`src/common/cycle_watch_pkg.sv`:
```
// shared constants and types for the cycle-time watchdog
package cycle_watch_pkg;
    // ---------------------------------------------------------------
    // clock and time base
    // ---------------------------------------------------------------
    localparam int CLK_HZ = 40_000_000;
    localparam int TICK_TIME_MS = 1;
    localparam int TICK_CYCLES = CLK_HZ / 1000 * TICK_TIME_MS;
    // ---------------------------------------------------------------
    // limits; CEIL_MS, DEFAULT_MS and STEP_MS in ms, the other two in STEP_MS units
    // ---------------------------------------------------------------
    localparam logic [15:0] CEIL_MS = 16'h03E8;
    localparam logic [15:0] DEFAULT_MS = 16'h03E8;
    localparam logic [15:0] STEP_MS = 16'h000A;
    localparam logic [15:0] EXT_MAX_SETTING = 16'h0064;
    localparam logic [11:0] USER_MAX_CODE = 12'hFA0;
    // ---------------------------------------------------------------
    // register map, byte addresses
    // ---------------------------------------------------------------
    localparam int ADDR_W = 8;
    localparam logic [7:0] CTRL_OFS = 8'h00;
    localparam logic [7:0] USER_LIMIT_OFS = 8'h04;
    localparam logic [7:0] MAX_CYCLE_OFS = 8'h08;
    localparam logic [7:0] PRESENT_CYCLE_OFS = 8'h0C;
    localparam logic [7:0] IRQ_STATUS_OFS = 8'h10;
    localparam logic [7:0] IRQ_MASK_OFS = 8'h14;
    localparam logic [7:0] FLAGS_OFS = 8'h18;
    localparam logic [7:0] EXT_TOTAL_OFS = 8'h1C;
    // ---------------------------------------------------------------
    // fields and reset values
    // ---------------------------------------------------------------
    localparam int CTRL_SEL_BIT = 0;
    localparam int EV_OVERRUN = 0;
    localparam int EV_EXT_ERR = 1;
    localparam int EV_CYCLE_END = 2;
    localparam int FLAG_FATAL = 0;
    localparam int FLAG_INSTR_ERR = 1;
    localparam logic CTRL_SEL_RST = 1'b0;
    localparam logic [11:0] USER_LIMIT_RST = 12'h064;
    localparam logic [2:0] IRQ_MASK_RST = 3'h0;
    localparam logic [1:0] RESP_OKAY = 2'h0;
    localparam logic [1:0] RESP_SLVERR = 2'h2;
    // ---------------------------------------------------------------
    // carriers
    // ---------------------------------------------------------------
    typedef struct packed {
        logic strobe;
        logic [15:0] setting;
    } ext_cmd_s;

    typedef struct packed {
        logic watch_sel;
        logic [11:0] user_lim;
        logic [2:0] irq_stat;
        logic [2:0] irq_mask;
        logic [15:0] ext_ms;
        logic [31:0] elapsed;
        logic [31:0] present;
        logic [31:0] maxc;
        logic fatal;
        logic ierr;
        logic irq;
        logic aw_got;
        logic w_got;
        logic [7:0] awaddr;
        logic [31:0] wdata;
        logic [3:0] wstrb;
        logic awready;
        logic wready;
        logic bvalid;
        logic [1:0] bresp;
        logic arready;
        logic rvalid;
        logic [31:0] rdata;
        logic [1:0] rresp;
    } watch_state_s;
endpackage

```
`src/verilog/ms_tick_divider.sv`:
```
// divider making a one-cycle enable pulse every DIV clocks
module ms_tick_divider #(
    parameter int DIV = 40000
) (
    input wire logic clk_in,
    input wire logic rst_in,
    input wire logic restart_in,
    output logic tick_out
);
    logic [31:0] cnt_reg;
    logic [31:0] cnt_next;
    logic tick_next;

    always_comb begin
        cnt_next = cnt_reg + 32'h1;
        tick_next = 1'b0;
        // restart aligns the first tick to the cycle boundary
        if (restart_in || cnt_reg == 32'(DIV - 1)) begin
            cnt_next = 32'h0;
        end
        if (!restart_in && cnt_reg == 32'(DIV - 1)) begin
            tick_next = 1'b1;
        end
    end

    always_ff @(posedge clk_in) begin
        if (rst_in) begin
            cnt_reg <= 32'h0;
            tick_out <= 1'b0;
        end else begin
            cnt_reg <= cnt_next;
            tick_out <= tick_next;
        end
    end
endmodule

```
`src/verilog/cycle_time_watchdog_extend.sv`:
```
// cycle-time watchdog with per-cycle limit extension and AXI4-Lite registers
module cycle_time_watchdog_extend #(
    parameter int MS_DIV = cycle_watch_pkg::TICK_CYCLES
) (
    input wire logic clk_in,
    input wire logic rst_in,
    input wire logic cycle_start_in,
    input wire cycle_watch_pkg::ext_cmd_s cycle_extend_cmd_in,
    output logic overrun_fatal_flag_out,
    output logic instruction_error_flag_out,
    output logic halt_out,
    output logic irq_out,
    input wire logic [7:0] s_axi_awaddr_in,
    input wire logic s_axi_awvalid_in,
    output logic s_axi_awready_out,
    input wire logic [31:0] s_axi_wdata_in,
    input wire logic [3:0] s_axi_wstrb_in,
    input wire logic s_axi_wvalid_in,
    output logic s_axi_wready_out,
    output logic [1:0] s_axi_bresp_out,
    output logic s_axi_bvalid_out,
    input wire logic s_axi_bready_in,
    input wire logic [7:0] s_axi_araddr_in,
    input wire logic s_axi_arvalid_in,
    output logic s_axi_arready_out,
    output logic [31:0] s_axi_rdata_out,
    output logic [1:0] s_axi_rresp_out,
    output logic s_axi_rvalid_out,
    input wire logic s_axi_rready_in
);
    cycle_watch_pkg::watch_state_s s_reg;
    cycle_watch_pkg::watch_state_s s_next;
    logic tick;
    logic [15:0] user_ms;
    logic [15:0] base_ms;
    logic [15:0] limit_ms;
    logic [15:0] room_ms;
    logic [19:0] req_ms;
    logic [11:0] user_code;
    logic overrun;
    logic [2:0] ev_set;

    // ---------------------------------------------------------------
    // time base
    // ---------------------------------------------------------------
    ms_tick_divider #(
        .DIV(MS_DIV)
    ) u_tick (
        .clk_in(clk_in),
        .rst_in(rst_in),
        .restart_in(cycle_start_in),
        .tick_out(tick)
    );

    function automatic logic [31:0] merge(input logic [31:0] old, input logic [31:0] wd,
                                          input logic [3:0] be);
        logic [31:0] r;
        r = old;
        for (int i = 0; i < 4; i++) begin
            if (be[i]) begin
                r[i*8 +: 8] = wd[i*8 +: 8];
            end
        end
        return r;
    endfunction

    // ---------------------------------------------------------------
    // limit arithmetic
    // ---------------------------------------------------------------
    always_comb begin
        // code 0 is outside the legal span, treated as one unit
        user_code = (s_reg.user_lim == 12'h000) ? 12'h001 : s_reg.user_lim;
        user_ms = 16'({4'h0, user_code} * cycle_watch_pkg::STEP_MS);
        if (user_ms > cycle_watch_pkg::CEIL_MS) begin
            user_ms = cycle_watch_pkg::CEIL_MS;
        end
        base_ms = s_reg.watch_sel ? user_ms : cycle_watch_pkg::DEFAULT_MS;
        limit_ms = base_ms + s_reg.ext_ms;
        // a base change in mid-cycle must not lift the limit past the ceiling
        if (limit_ms > cycle_watch_pkg::CEIL_MS) begin
            limit_ms = cycle_watch_pkg::CEIL_MS;
        end
        room_ms = (limit_ms >= cycle_watch_pkg::CEIL_MS) ? 16'h0000
                : cycle_watch_pkg::CEIL_MS - limit_ms;
        req_ms = {4'h0, cycle_extend_cmd_in.setting} * {4'h0, cycle_watch_pkg::STEP_MS};
        overrun = s_reg.elapsed > {16'h0000, limit_ms};
        // events raised this cycle, kept apart so that a clear cannot undo them
        ev_set = 3'h0;
        ev_set[cycle_watch_pkg::EV_OVERRUN] = overrun && !s_reg.fatal;
        ev_set[cycle_watch_pkg::EV_EXT_ERR] = cycle_extend_cmd_in.strobe
            && cycle_extend_cmd_in.setting > cycle_watch_pkg::EXT_MAX_SETTING;
        ev_set[cycle_watch_pkg::EV_CYCLE_END] = cycle_start_in && !s_reg.fatal;
    end

    // ---------------------------------------------------------------
    // next state
    // ---------------------------------------------------------------
    always_comb begin
        s_next = s_reg;
        // watchdog core
        if (overrun && !s_reg.fatal) begin
            s_next.fatal = 1'b1;
            s_next.irq_stat[cycle_watch_pkg::EV_OVERRUN] = 1'b1;
        end
        if (cycle_extend_cmd_in.strobe) begin
            s_next.ierr = cycle_extend_cmd_in.setting > cycle_watch_pkg::EXT_MAX_SETTING;
            if (s_next.ierr) begin
                s_next.irq_stat[cycle_watch_pkg::EV_EXT_ERR] = 1'b1;
            end
            // clipped to the room left under the ceiling; zero room adds nothing
            if (req_ms > {4'h0, room_ms}) begin
                s_next.ext_ms = s_reg.ext_ms + room_ms;
            end else begin
                s_next.ext_ms = s_reg.ext_ms + req_ms[15:0];
            end
        end
        if (!s_reg.fatal) begin
            if (cycle_start_in) begin
                s_next.present = s_reg.elapsed;
                if (s_reg.elapsed > s_reg.maxc) begin
                    s_next.maxc = s_reg.elapsed;
                end
                // a boundary drops any extension, even one arriving now
                s_next.elapsed = 32'h0;
                s_next.ext_ms = 16'h0000;
                s_next.irq_stat[cycle_watch_pkg::EV_CYCLE_END] = 1'b1;
            end else if (tick && s_reg.elapsed != 32'hFFFFFFFF) begin
                s_next.elapsed = s_reg.elapsed + 32'h1;
            end
        end

        // write channel
        if (s_axi_awvalid_in && s_reg.awready) begin
            s_next.aw_got = 1'b1;
            s_next.awaddr = s_axi_awaddr_in;
        end
        if (s_axi_wvalid_in && s_reg.wready) begin
            s_next.w_got = 1'b1;
            s_next.wdata = s_axi_wdata_in;
            s_next.wstrb = s_axi_wstrb_in;
        end
        if (s_reg.bvalid && s_axi_bready_in) begin
            s_next.bvalid = 1'b0;
        end
        if (s_reg.aw_got && s_reg.w_got && !s_reg.bvalid) begin
            s_next.aw_got = 1'b0;
            s_next.w_got = 1'b0;
            s_next.bvalid = 1'b1;
            s_next.bresp = cycle_watch_pkg::RESP_OKAY;
            unique case (s_reg.awaddr)
                cycle_watch_pkg::CTRL_OFS: begin
                    if (s_reg.wstrb[0]) begin
                        s_next.watch_sel = s_reg.wdata[cycle_watch_pkg::CTRL_SEL_BIT];
                    end
                end
                cycle_watch_pkg::USER_LIMIT_OFS: begin
                    s_next.user_lim = 12'(merge({20'h0, s_reg.user_lim}, s_reg.wdata,
                                                s_reg.wstrb));
                end
                cycle_watch_pkg::IRQ_STATUS_OFS: begin
                    // a new event in this cycle wins over the clear
                    if (s_reg.wstrb[0]) begin
                        s_next.irq_stat = s_next.irq_stat & ~(s_reg.wdata[2:0] & ~ev_set);
                    end
                end
                cycle_watch_pkg::IRQ_MASK_OFS: begin
                    if (s_reg.wstrb[0]) begin
                        s_next.irq_mask = s_reg.wdata[2:0];
                    end
                end
                cycle_watch_pkg::MAX_CYCLE_OFS, cycle_watch_pkg::PRESENT_CYCLE_OFS,
                cycle_watch_pkg::FLAGS_OFS, cycle_watch_pkg::EXT_TOTAL_OFS: begin
                end
                default: begin
                    s_next.bresp = cycle_watch_pkg::RESP_SLVERR;
                end
            endcase
        end
        s_next.awready = !s_next.aw_got && !s_next.bvalid;
        s_next.wready = !s_next.w_got && !s_next.bvalid;

        // read channel
        if (s_reg.rvalid && s_axi_rready_in) begin
            s_next.rvalid = 1'b0;
        end
        if (s_axi_arvalid_in && s_reg.arready) begin
            s_next.rvalid = 1'b1;
            s_next.rresp = cycle_watch_pkg::RESP_OKAY;
            unique case (s_axi_araddr_in)
                cycle_watch_pkg::CTRL_OFS: s_next.rdata = {31'h0, s_reg.watch_sel};
                cycle_watch_pkg::USER_LIMIT_OFS: s_next.rdata = {20'h0, s_reg.user_lim};
                cycle_watch_pkg::MAX_CYCLE_OFS: s_next.rdata = s_reg.maxc;
                cycle_watch_pkg::PRESENT_CYCLE_OFS: s_next.rdata = s_reg.present;
                cycle_watch_pkg::IRQ_STATUS_OFS: s_next.rdata = {29'h0, s_reg.irq_stat};
                cycle_watch_pkg::IRQ_MASK_OFS: s_next.rdata = {29'h0, s_reg.irq_mask};
                cycle_watch_pkg::FLAGS_OFS: s_next.rdata = {30'h0, s_reg.ierr, s_reg.fatal};
                cycle_watch_pkg::EXT_TOTAL_OFS: s_next.rdata = {16'h0, s_reg.ext_ms};
                default: begin
                    s_next.rdata = 32'h0;
                    s_next.rresp = cycle_watch_pkg::RESP_SLVERR;
                end
            endcase
        end
        s_next.arready = !s_next.rvalid;
        s_next.irq = |(s_next.irq_stat & s_next.irq_mask);
    end

    // ---------------------------------------------------------------
    // state register
    // ---------------------------------------------------------------
    always_ff @(posedge clk_in) begin
        if (rst_in) begin
            s_reg <= '0;
            s_reg.watch_sel <= cycle_watch_pkg::CTRL_SEL_RST;
            s_reg.user_lim <= cycle_watch_pkg::USER_LIMIT_RST;
            s_reg.irq_mask <= cycle_watch_pkg::IRQ_MASK_RST;
            s_reg.awready <= 1'b1;
            s_reg.wready <= 1'b1;
            s_reg.arready <= 1'b1;
        end else begin
            s_reg <= s_next;
        end
    end

    // ---------------------------------------------------------------
    // outputs
    // ---------------------------------------------------------------
    always_comb begin
        overrun_fatal_flag_out = s_reg.fatal;
        halt_out = s_reg.fatal;
        instruction_error_flag_out = s_reg.ierr;
        irq_out = s_reg.irq;
        s_axi_awready_out = s_reg.awready;
        s_axi_wready_out = s_reg.wready;
        s_axi_bvalid_out = s_reg.bvalid;
        s_axi_bresp_out = s_reg.bresp;
        s_axi_arready_out = s_reg.arready;
        s_axi_rvalid_out = s_reg.rvalid;
        s_axi_rdata_out = s_reg.rdata;
        s_axi_rresp_out = s_reg.rresp;
    end

    logic start_ok;
    logic cmd_only;
    assign start_ok = cycle_start_in && !s_reg.fatal;
    assign cmd_only = cycle_extend_cmd_in.strobe && !cycle_start_in;
endmodule

```
`config.mk`:
```
export PLATFORM = sky130hd
export DESIGN_NAME = cycle_time_watchdog_extend
export DESIGN_NICKNAME = d
export VERILOG_FILES = /design/src/common/cycle_watch_pkg.sv /design/src/verilog/ms_tick_divider.sv /design/src/verilog/cycle_time_watchdog_extend.sv
export SDC_FILE = /design/constraint.sdc
export NUM_CORES = 1
export LEC_CHECK = 0
export ABC_AREA = 1
export CORE_ASPECT_RATIO = 1.75
export CORE_MARGIN = 4
export CORE_UTILIZATION = 45
export CTS_BUF_LIST = sky130_fd_sc_hd__clkbuf_8
export CTS_CLUSTER_SIZE = 24
export DETAILED_ROUTE_END_ITERATION = 8
export DONT_BUFFER_PORTS = 1
export HOLD_SLACK_MARGIN = 0.12
export SYNTH_ARGS = -nofsm -noshare
export SYNTH_HDL_FRONTEND = slang
export SYNTH_SLANG_ARGS = --single-unit
```
`constraint.sdc`:
```
create_clock -name clk_in -period 9 [get_ports clk_in]
set_input_delay 1.8 -clock clk_in [delete_from_list [all_inputs] [get_ports clk_in]]
set_output_delay 1.8 -clock clk_in [all_outputs]
set_load 0.02 [all_outputs]
```
---- Word level (Yosys, flattened, before mapping) ----
Cells that the tools add are included.
operators by class
  $add $sub $neg .......................... 6
  multiply operators ...................... 2
  $lt $le $gt $ge ......................... 7
  equal/unequal tests ..................... 16
  muxes and demuxes ....................... 34
  bitwise logic cells ..................... 6
  reductions and logical operators ........ 36
operators by type and width
  cell                      count
  $pmux W32 S8              1
  $mux W112                 1
  $mux W16                  7
  $mux W32                  3
  $add A32 B1 Y32 const B   2
  $eq A8 B5 Y1 const B      8
  $mux W64                  1
  $add A16 B16 Y16          3
  $mux W35                  1
  $eq A32 B16 Y1 const B    1
  $eq A8 B4 Y1 const B      4
  $gt A16 B10 Y1 const B    2
  $gt A32 B16 Y1            1
  $gt A32 B32 Y1            1
  $ne A32 B32 Y1 const B    1
  $gt A20 B16 Y1            1
  $mul A16 B3 Y19 const B   1
  $eq A8 B3 Y1 const B      2
  $ge A16 B10 Y1 const B    1
  $gt A16 B7 Y1 const B     1
  $logic_not A8 Y1          2
  $reduce_or A8 Y1          2
  $sub A10 B16 Y16 const A  1
  $mul A12 B3 Y15 const B   1
  17 further kinds          58
storage, ports and cells
  flip-flop bits (word level) ............. 232
  input bits .............................. 77
  output and inout bits ................... 45

---- Longest topological paths before layout ----
  depth after elaboration ................. 20
  mapped depth ............................ 56
  gate-level depth less buffers ........... 56

---- Modules after synthesis ----
A second synthesis with hierarchy kept.
second synthesis, totals
  cells, all modules ...................... 2328
  area total of the unflattened synthesis .. 15631.2 um^2
by module, submodules not included
  module                      instances  cells each  area an instance (um^2)
  cycle_time_watchdog_extend  1          2027        13741.9
  ms_tick_divider             1          301         1889.3

---- Worst setup path after synthesis ----
Ideal clock, no wire load.
  path type ............................... reg2reg
  start ................................... register s_reg[211] (netlist name)
  end ..................................... register s_reg[195] (netlist name)
  data arrival time ....................... 6708 ps
  path slack .............................. 2175 ps
  stages on the path, launching flop included .. 56
  path buffers ............................ 1
  cell sequence ........................... dfxtp_1 > clkbuf_1 > ha_1 > ha_1 > inv_1 > fa_1 > o21ai_0 > a21oi_1 > o21ai_0 > inv_1 > o31ai_1 > xor2_1 > nor2_1 > nand4_1 > nor3_1 > nand2_1 > nor2_1 > ha_1 > (+20 left out) > ha_1 > a21oi_1 > inv_1 > a31oi_1 > inv_1 > a21oi_1 > o21ai_0 > inv_1 > o21ai_0 > nand2_1 > nand2_1 > nand3_1 > nand2_1 > xor2_1 > nand2_1 > nand2_1 > nor2_1 > nor2_1
on the way
  word-level cells in the longest chain between the ends .. 16
  elaborated cells on any way between the ends .. 18
ends and longest elaborated chain
  element                                             line                                                                  RTL
  start: declaration                                  cycle_time_watchdog_extend.sv:31                                      cycle_watch_pkg::watch_state_s s_reg;
  start signal: assignment                            cycle_time_watchdog_extend.sv:221                                     s_reg <= s_next;
  $logic_not A12 Y1                                   cycle_time_watchdog_extend.sv:72                                      user_code = (s_reg.user_lim == 12'h000) ? 12'h001 : s_reg.user_lim;
  $mux W12 *                                          cycle_time_watchdog_extend.sv:72
  $mul A12 B3 Y15 *                                   cycle_time_watchdog_extend.sv:73                                      user_ms = 16'({4'h0, user_code} * cycle_watch_pkg::STEP_MS);
  $gt A16 B10 Y1                                      cycle_time_watchdog_extend.sv:74                                      if (user_ms > cycle_watch_pkg::CEIL_MS) begin
  $mux W16 *                                          cycle_time_watchdog_extend.sv:74
  $mux W16 *                                          cycle_time_watchdog_extend.sv:77                                      base_ms = s_reg.watch_sel ? user_ms : cycle_watch_pkg::DEFAULT_MS;
  $add A16 B16 Y16 *                                  cycle_time_watchdog_extend.sv:78                                      limit_ms = base_ms + s_reg.ext_ms;
  $gt A16 B10 Y1                                      cycle_time_watchdog_extend.sv:80                                      if (limit_ms > cycle_watch_pkg::CEIL_MS) begin
  $mux W16 *                                          cycle_time_watchdog_extend.sv:80
  $sub A10 B16 Y16 or $ge A16 B10 Y1 (tied branches)  cycle_time_watchdog_extend.sv:84, cycle_time_watchdog_extend.sv:83
  $mux W16 *                                          cycle_time_watchdog_extend.sv:83                                      room_ms = (limit_ms >= cycle_watch_pkg::CEIL_MS) ? 16'h0000
  $add A16 B16 Y16 or $gt A20 B16 Y1 (tied branches)  cycle_time_watchdog_extend.sv:112, cycle_time_watchdog_extend.sv:111
  $mux W16 *                                          cycle_time_watchdog_extend.sv:111                                     if (req_ms > {4'h0, room_ms}) begin
  $mux W16 *                                          cycle_time_watchdog_extend.sv:105                                     if (cycle_extend_cmd_in.strobe) begin
  $mux W16                                            cycle_time_watchdog_extend.sv:118                                     if (cycle_start_in) begin
  $mux W112 *                                         cycle_time_watchdog_extend.sv:117                                     if (!s_reg.fatal) begin
Mark *: on every way between the ends. The rest lies on a longest branch, timed or not.
A chain may end at the register's enable or synchronous reset.

---- Final worst setup path ----
  start ................................... register s_reg[211] (netlist name)
  end ..................................... register s_reg[197] (netlist name)
Same word-level chain as after synthesis.

==> results.tsv <==
metric	value	unit
status	completed	
Pre-antenna DRT Iters	8	
layout cells sized above 1	5.092	%
count of placed standard cells including taps	2603	
worst min path class	reg2reg	
EDFF count, synth	0	
worst clock skew	24.36	ps
yosys warns	0	
DR DRC count	0	
Bufs on Longest Clock Path	3	
die height	251.4	µm
Area after DPL	15420	µm²
clk slew on worst S/H paths	60	ps
Via density	5.333	
first-pass GRT wire length	70500	µm
Internal	0.001917	W
sequential share of the synthesized area	30.22	%
CP Capture Type	flop	
Critical path origin	s_reg[211]	
# resized after CTS	0	
Detailed Place HPWL	34780	µm
CTS tree	built	
Clock Power Share	33.7	%
die area	36980	µm²
Sw Ratio	34.34	%
Hold-fix buffers, CTS	0	
gr usage total	23.54	%
P per Cell Area	179.9	nW/µm²
Max VDD drop	0.1116	mV
r2r startpoint	s_reg[211]	
die width	147.1	µm
crit path max fanout	7	
final-stage net count	2425	
library cells used by synthesis	59	
Most common cell on crit path	nand2_1	
Max Clock Freq	123.4	MHz
I/O pins	122	
RSZ-0062 raised after global routing	no	
post-synthesis cell area	15230	µm²
drt wl/cell	16.53	µm
Iteration-0 DRC Markers	687	
GPL Wtd Cong	0.9708	
# Post-CTS Setup Buffers	0	
Syn-to-layout area delta	6.529	%
Critical Path End	s_reg[197]	
period utilization	90.02	%
Critical Path Start Type	flop	
H-tree depth	2	
Initial Util	45.82	%
number of clock sinks	230	
total number of vias	14240	
GRT overflow	0	
post-route ant nets	0	
ys flop type	dfxtp_1	
IO Port Bufs	0	
CORE AREA	33250	µm²
Final Non-Filler Cells	2670	
root buffer cell	clkbuf_8	
worst-case reg-to-reg path depth	55	
fin crit period	8102	ps
Critical Path Stages	55	
Final Cell Area	16230	µm²
WP data arrival	8560	ps
Mapped Cells	2225	
pin count of the biggest net entering global routing	94	
cell family with most CP delay	simple AND/OR/NAND/NOR gates	
Sum Neg Setup Slack	0	ps
max-slew violations	0	
Largest register FFs	155	
Post-Route WL	44130	µm
clk_lat worst skew	550	ps
final hold viol count	0	
CP Buf/Inv Count	10	
Inserted Clock Buffers	37	
FF+latch count, synth	230	
RR Endpoint	s_reg[197]	
vias in the first global route	13910	
worst reg2reg setup slack	900	ps
sequential power share	39.0	%
LEAKAGE	7.278	nW
Req. time, crit path	9460	ps
Psw	0.001002	W
asr flop ratio synth	0	%
# rows	88	
Worst slew margin	31.86	%
Comb power frac	27.3	%
Crit path largest cell delay	400	ps
crit path kind	reg2reg	
initial antenna violation count	1	
setup violators final	0	
max-cap violations	0	
Syn Area/Cell	6.847	µm²
worst-margin pin slew	1021	ps
Max stage delay cell, worst path	fa_1	
[worst min-delay path by stage]
stage	from	to	slack [ps]	depth (start not counted)
2_1_floorplan	u_tick.cnt_reg[0]	u_tick.cnt_reg[0]	420	1
3_3_place_gp	u_tick.cnt_reg[0]	u_tick.cnt_reg[0]	430	1
3_5_place_dp	u_tick.cnt_reg[0]	u_tick.cnt_reg[0]	440	1
4_1_cts	u_tick.cnt_reg[0]	u_tick.cnt_reg[0]	460	1
5_1_grt	u_tick.cnt_reg[0]	u_tick.cnt_reg[0]	460	1
6_report	u_tick.cnt_reg[0]	u_tick.cnt_reg[0]	450	1
[layout by cell type, fill, tap and decap left out, types with 45 or more instances in the layout]
cell type,n
a21oi_1,215
clkbuf_8,46
dfxtp_1,230
ha_1,151
inv_1,293
nand2_1,447
nand3_1,93
nor2_1,234
nor3_1,45
o21ai_0,172
[through the flow]
step	utilization, %	worst slack (ps)	total power (W)	hold slack, ps
finish	48.81	898.1	0.002919	452.0
CTS	48.78	724.6	0.002956	455.7
floorplan	-	2175	0.001758	417.5
detailed placement	46.36	779.1	0.001963	443.3
global route	48.81	30.95	0.003115	464.8
global placement	46.36	946.7	0.001940	426.7
[routing by layer]
metal	global-route usage [%]	vias to the layer above	wire length, µm
met4	11.70	0	2257
li1	-	7280	-
met3	2.940	113	1574
met2	47.22	300	24320
met1	23.22	6545	15980
met5	0	-	0
[cells by family after synthesis]
family                     count (synthesis)  share of synthesized area, %
DFF                                      230                         30.22
buffers and inverters                    395                         10.70
muxes                                      1                       0.06571
other                                      2                       0.04930
adders and majority gates                156                         13.06
AOI/OAI and AO/OA                        471                         17.11
and+or+nand+nor                          925                         26.21
xor gates and xnor gates                  45                         2.587
[area by class of cell]
type                            count  area [µm²]
Antenna cell                        1       2.502
Clock buffer                       46       633.1
Clock inverter                     20       170.2
Fill cell                        3467       17020
Inverter                          292        1096
Multi-Input combinational cell   1622        9092
Sequential cell                   230        4604
Tap cell                          450       563.0
Timing Repair Buffer                9       67.56
[worst register-to-register path, delay by kind of cell, from the launching register on]
kind / cells / cell delay, ps
xor gates and xnor gates: 1 / 100
adders and majority gates: 7 / 2080
buffers and inverters: 10 / 750
DFF: 1 / 380
AOI/OAI and AO/OA: 10 / 1690
and+or+nand+nor: 27 / 3010
[cell usage after synthesis (3+ instances only)]
library cell  number  area share, %
a211oi_1          12           0.59
a21oi_1          215            7.1
a221oi_1           7           0.40
a31oi_1            5           0.21
buf_1              3          0.074
buf_4             37            1.8
clkbuf_1          61            1.5
dfxtp_1          230             30
fa_1               5           0.66
ha_1             151             12
inv_1            284            7.0
inv_2              7           0.17
nand2_1          447             11
nand2_2           10           0.41
nand3_1           93            3.1
nand3_2            3           0.20
nand3b_1           5           0.25
nand4_1           39            1.6
nor2_1           235            5.8
nor3_1            45            1.5
nor3_2             6           0.39
nor3b_1            5           0.25
nor4_1            15           0.62
nor4_2             3           0.25
o2111ai_1         11           0.63
o211ai_1           5           0.25
o21a_1             9           0.44
o21ai_0          174            5.7
o21bai_1           5           0.25
o221ai_1           6           0.34
o22ai_1            3           0.12
o31ai_1            4           0.20
or2_2              7           0.29
xnor2_1           12           0.69
xor2_1            33            1.9
[power groups by stage]
stage               clock network [W]  logic (W)  registers (W)
floorplan                           0   0.000608        0.00115
global placement                    0   0.000781        0.00116
detailed placement                  0   0.000801        0.00116
CTS                           0.00101   0.000805        0.00114
global route                  0.00105   0.000916        0.00115
finish                       0.000983   0.000798        0.00114
(Power assumes the default switching activity.)
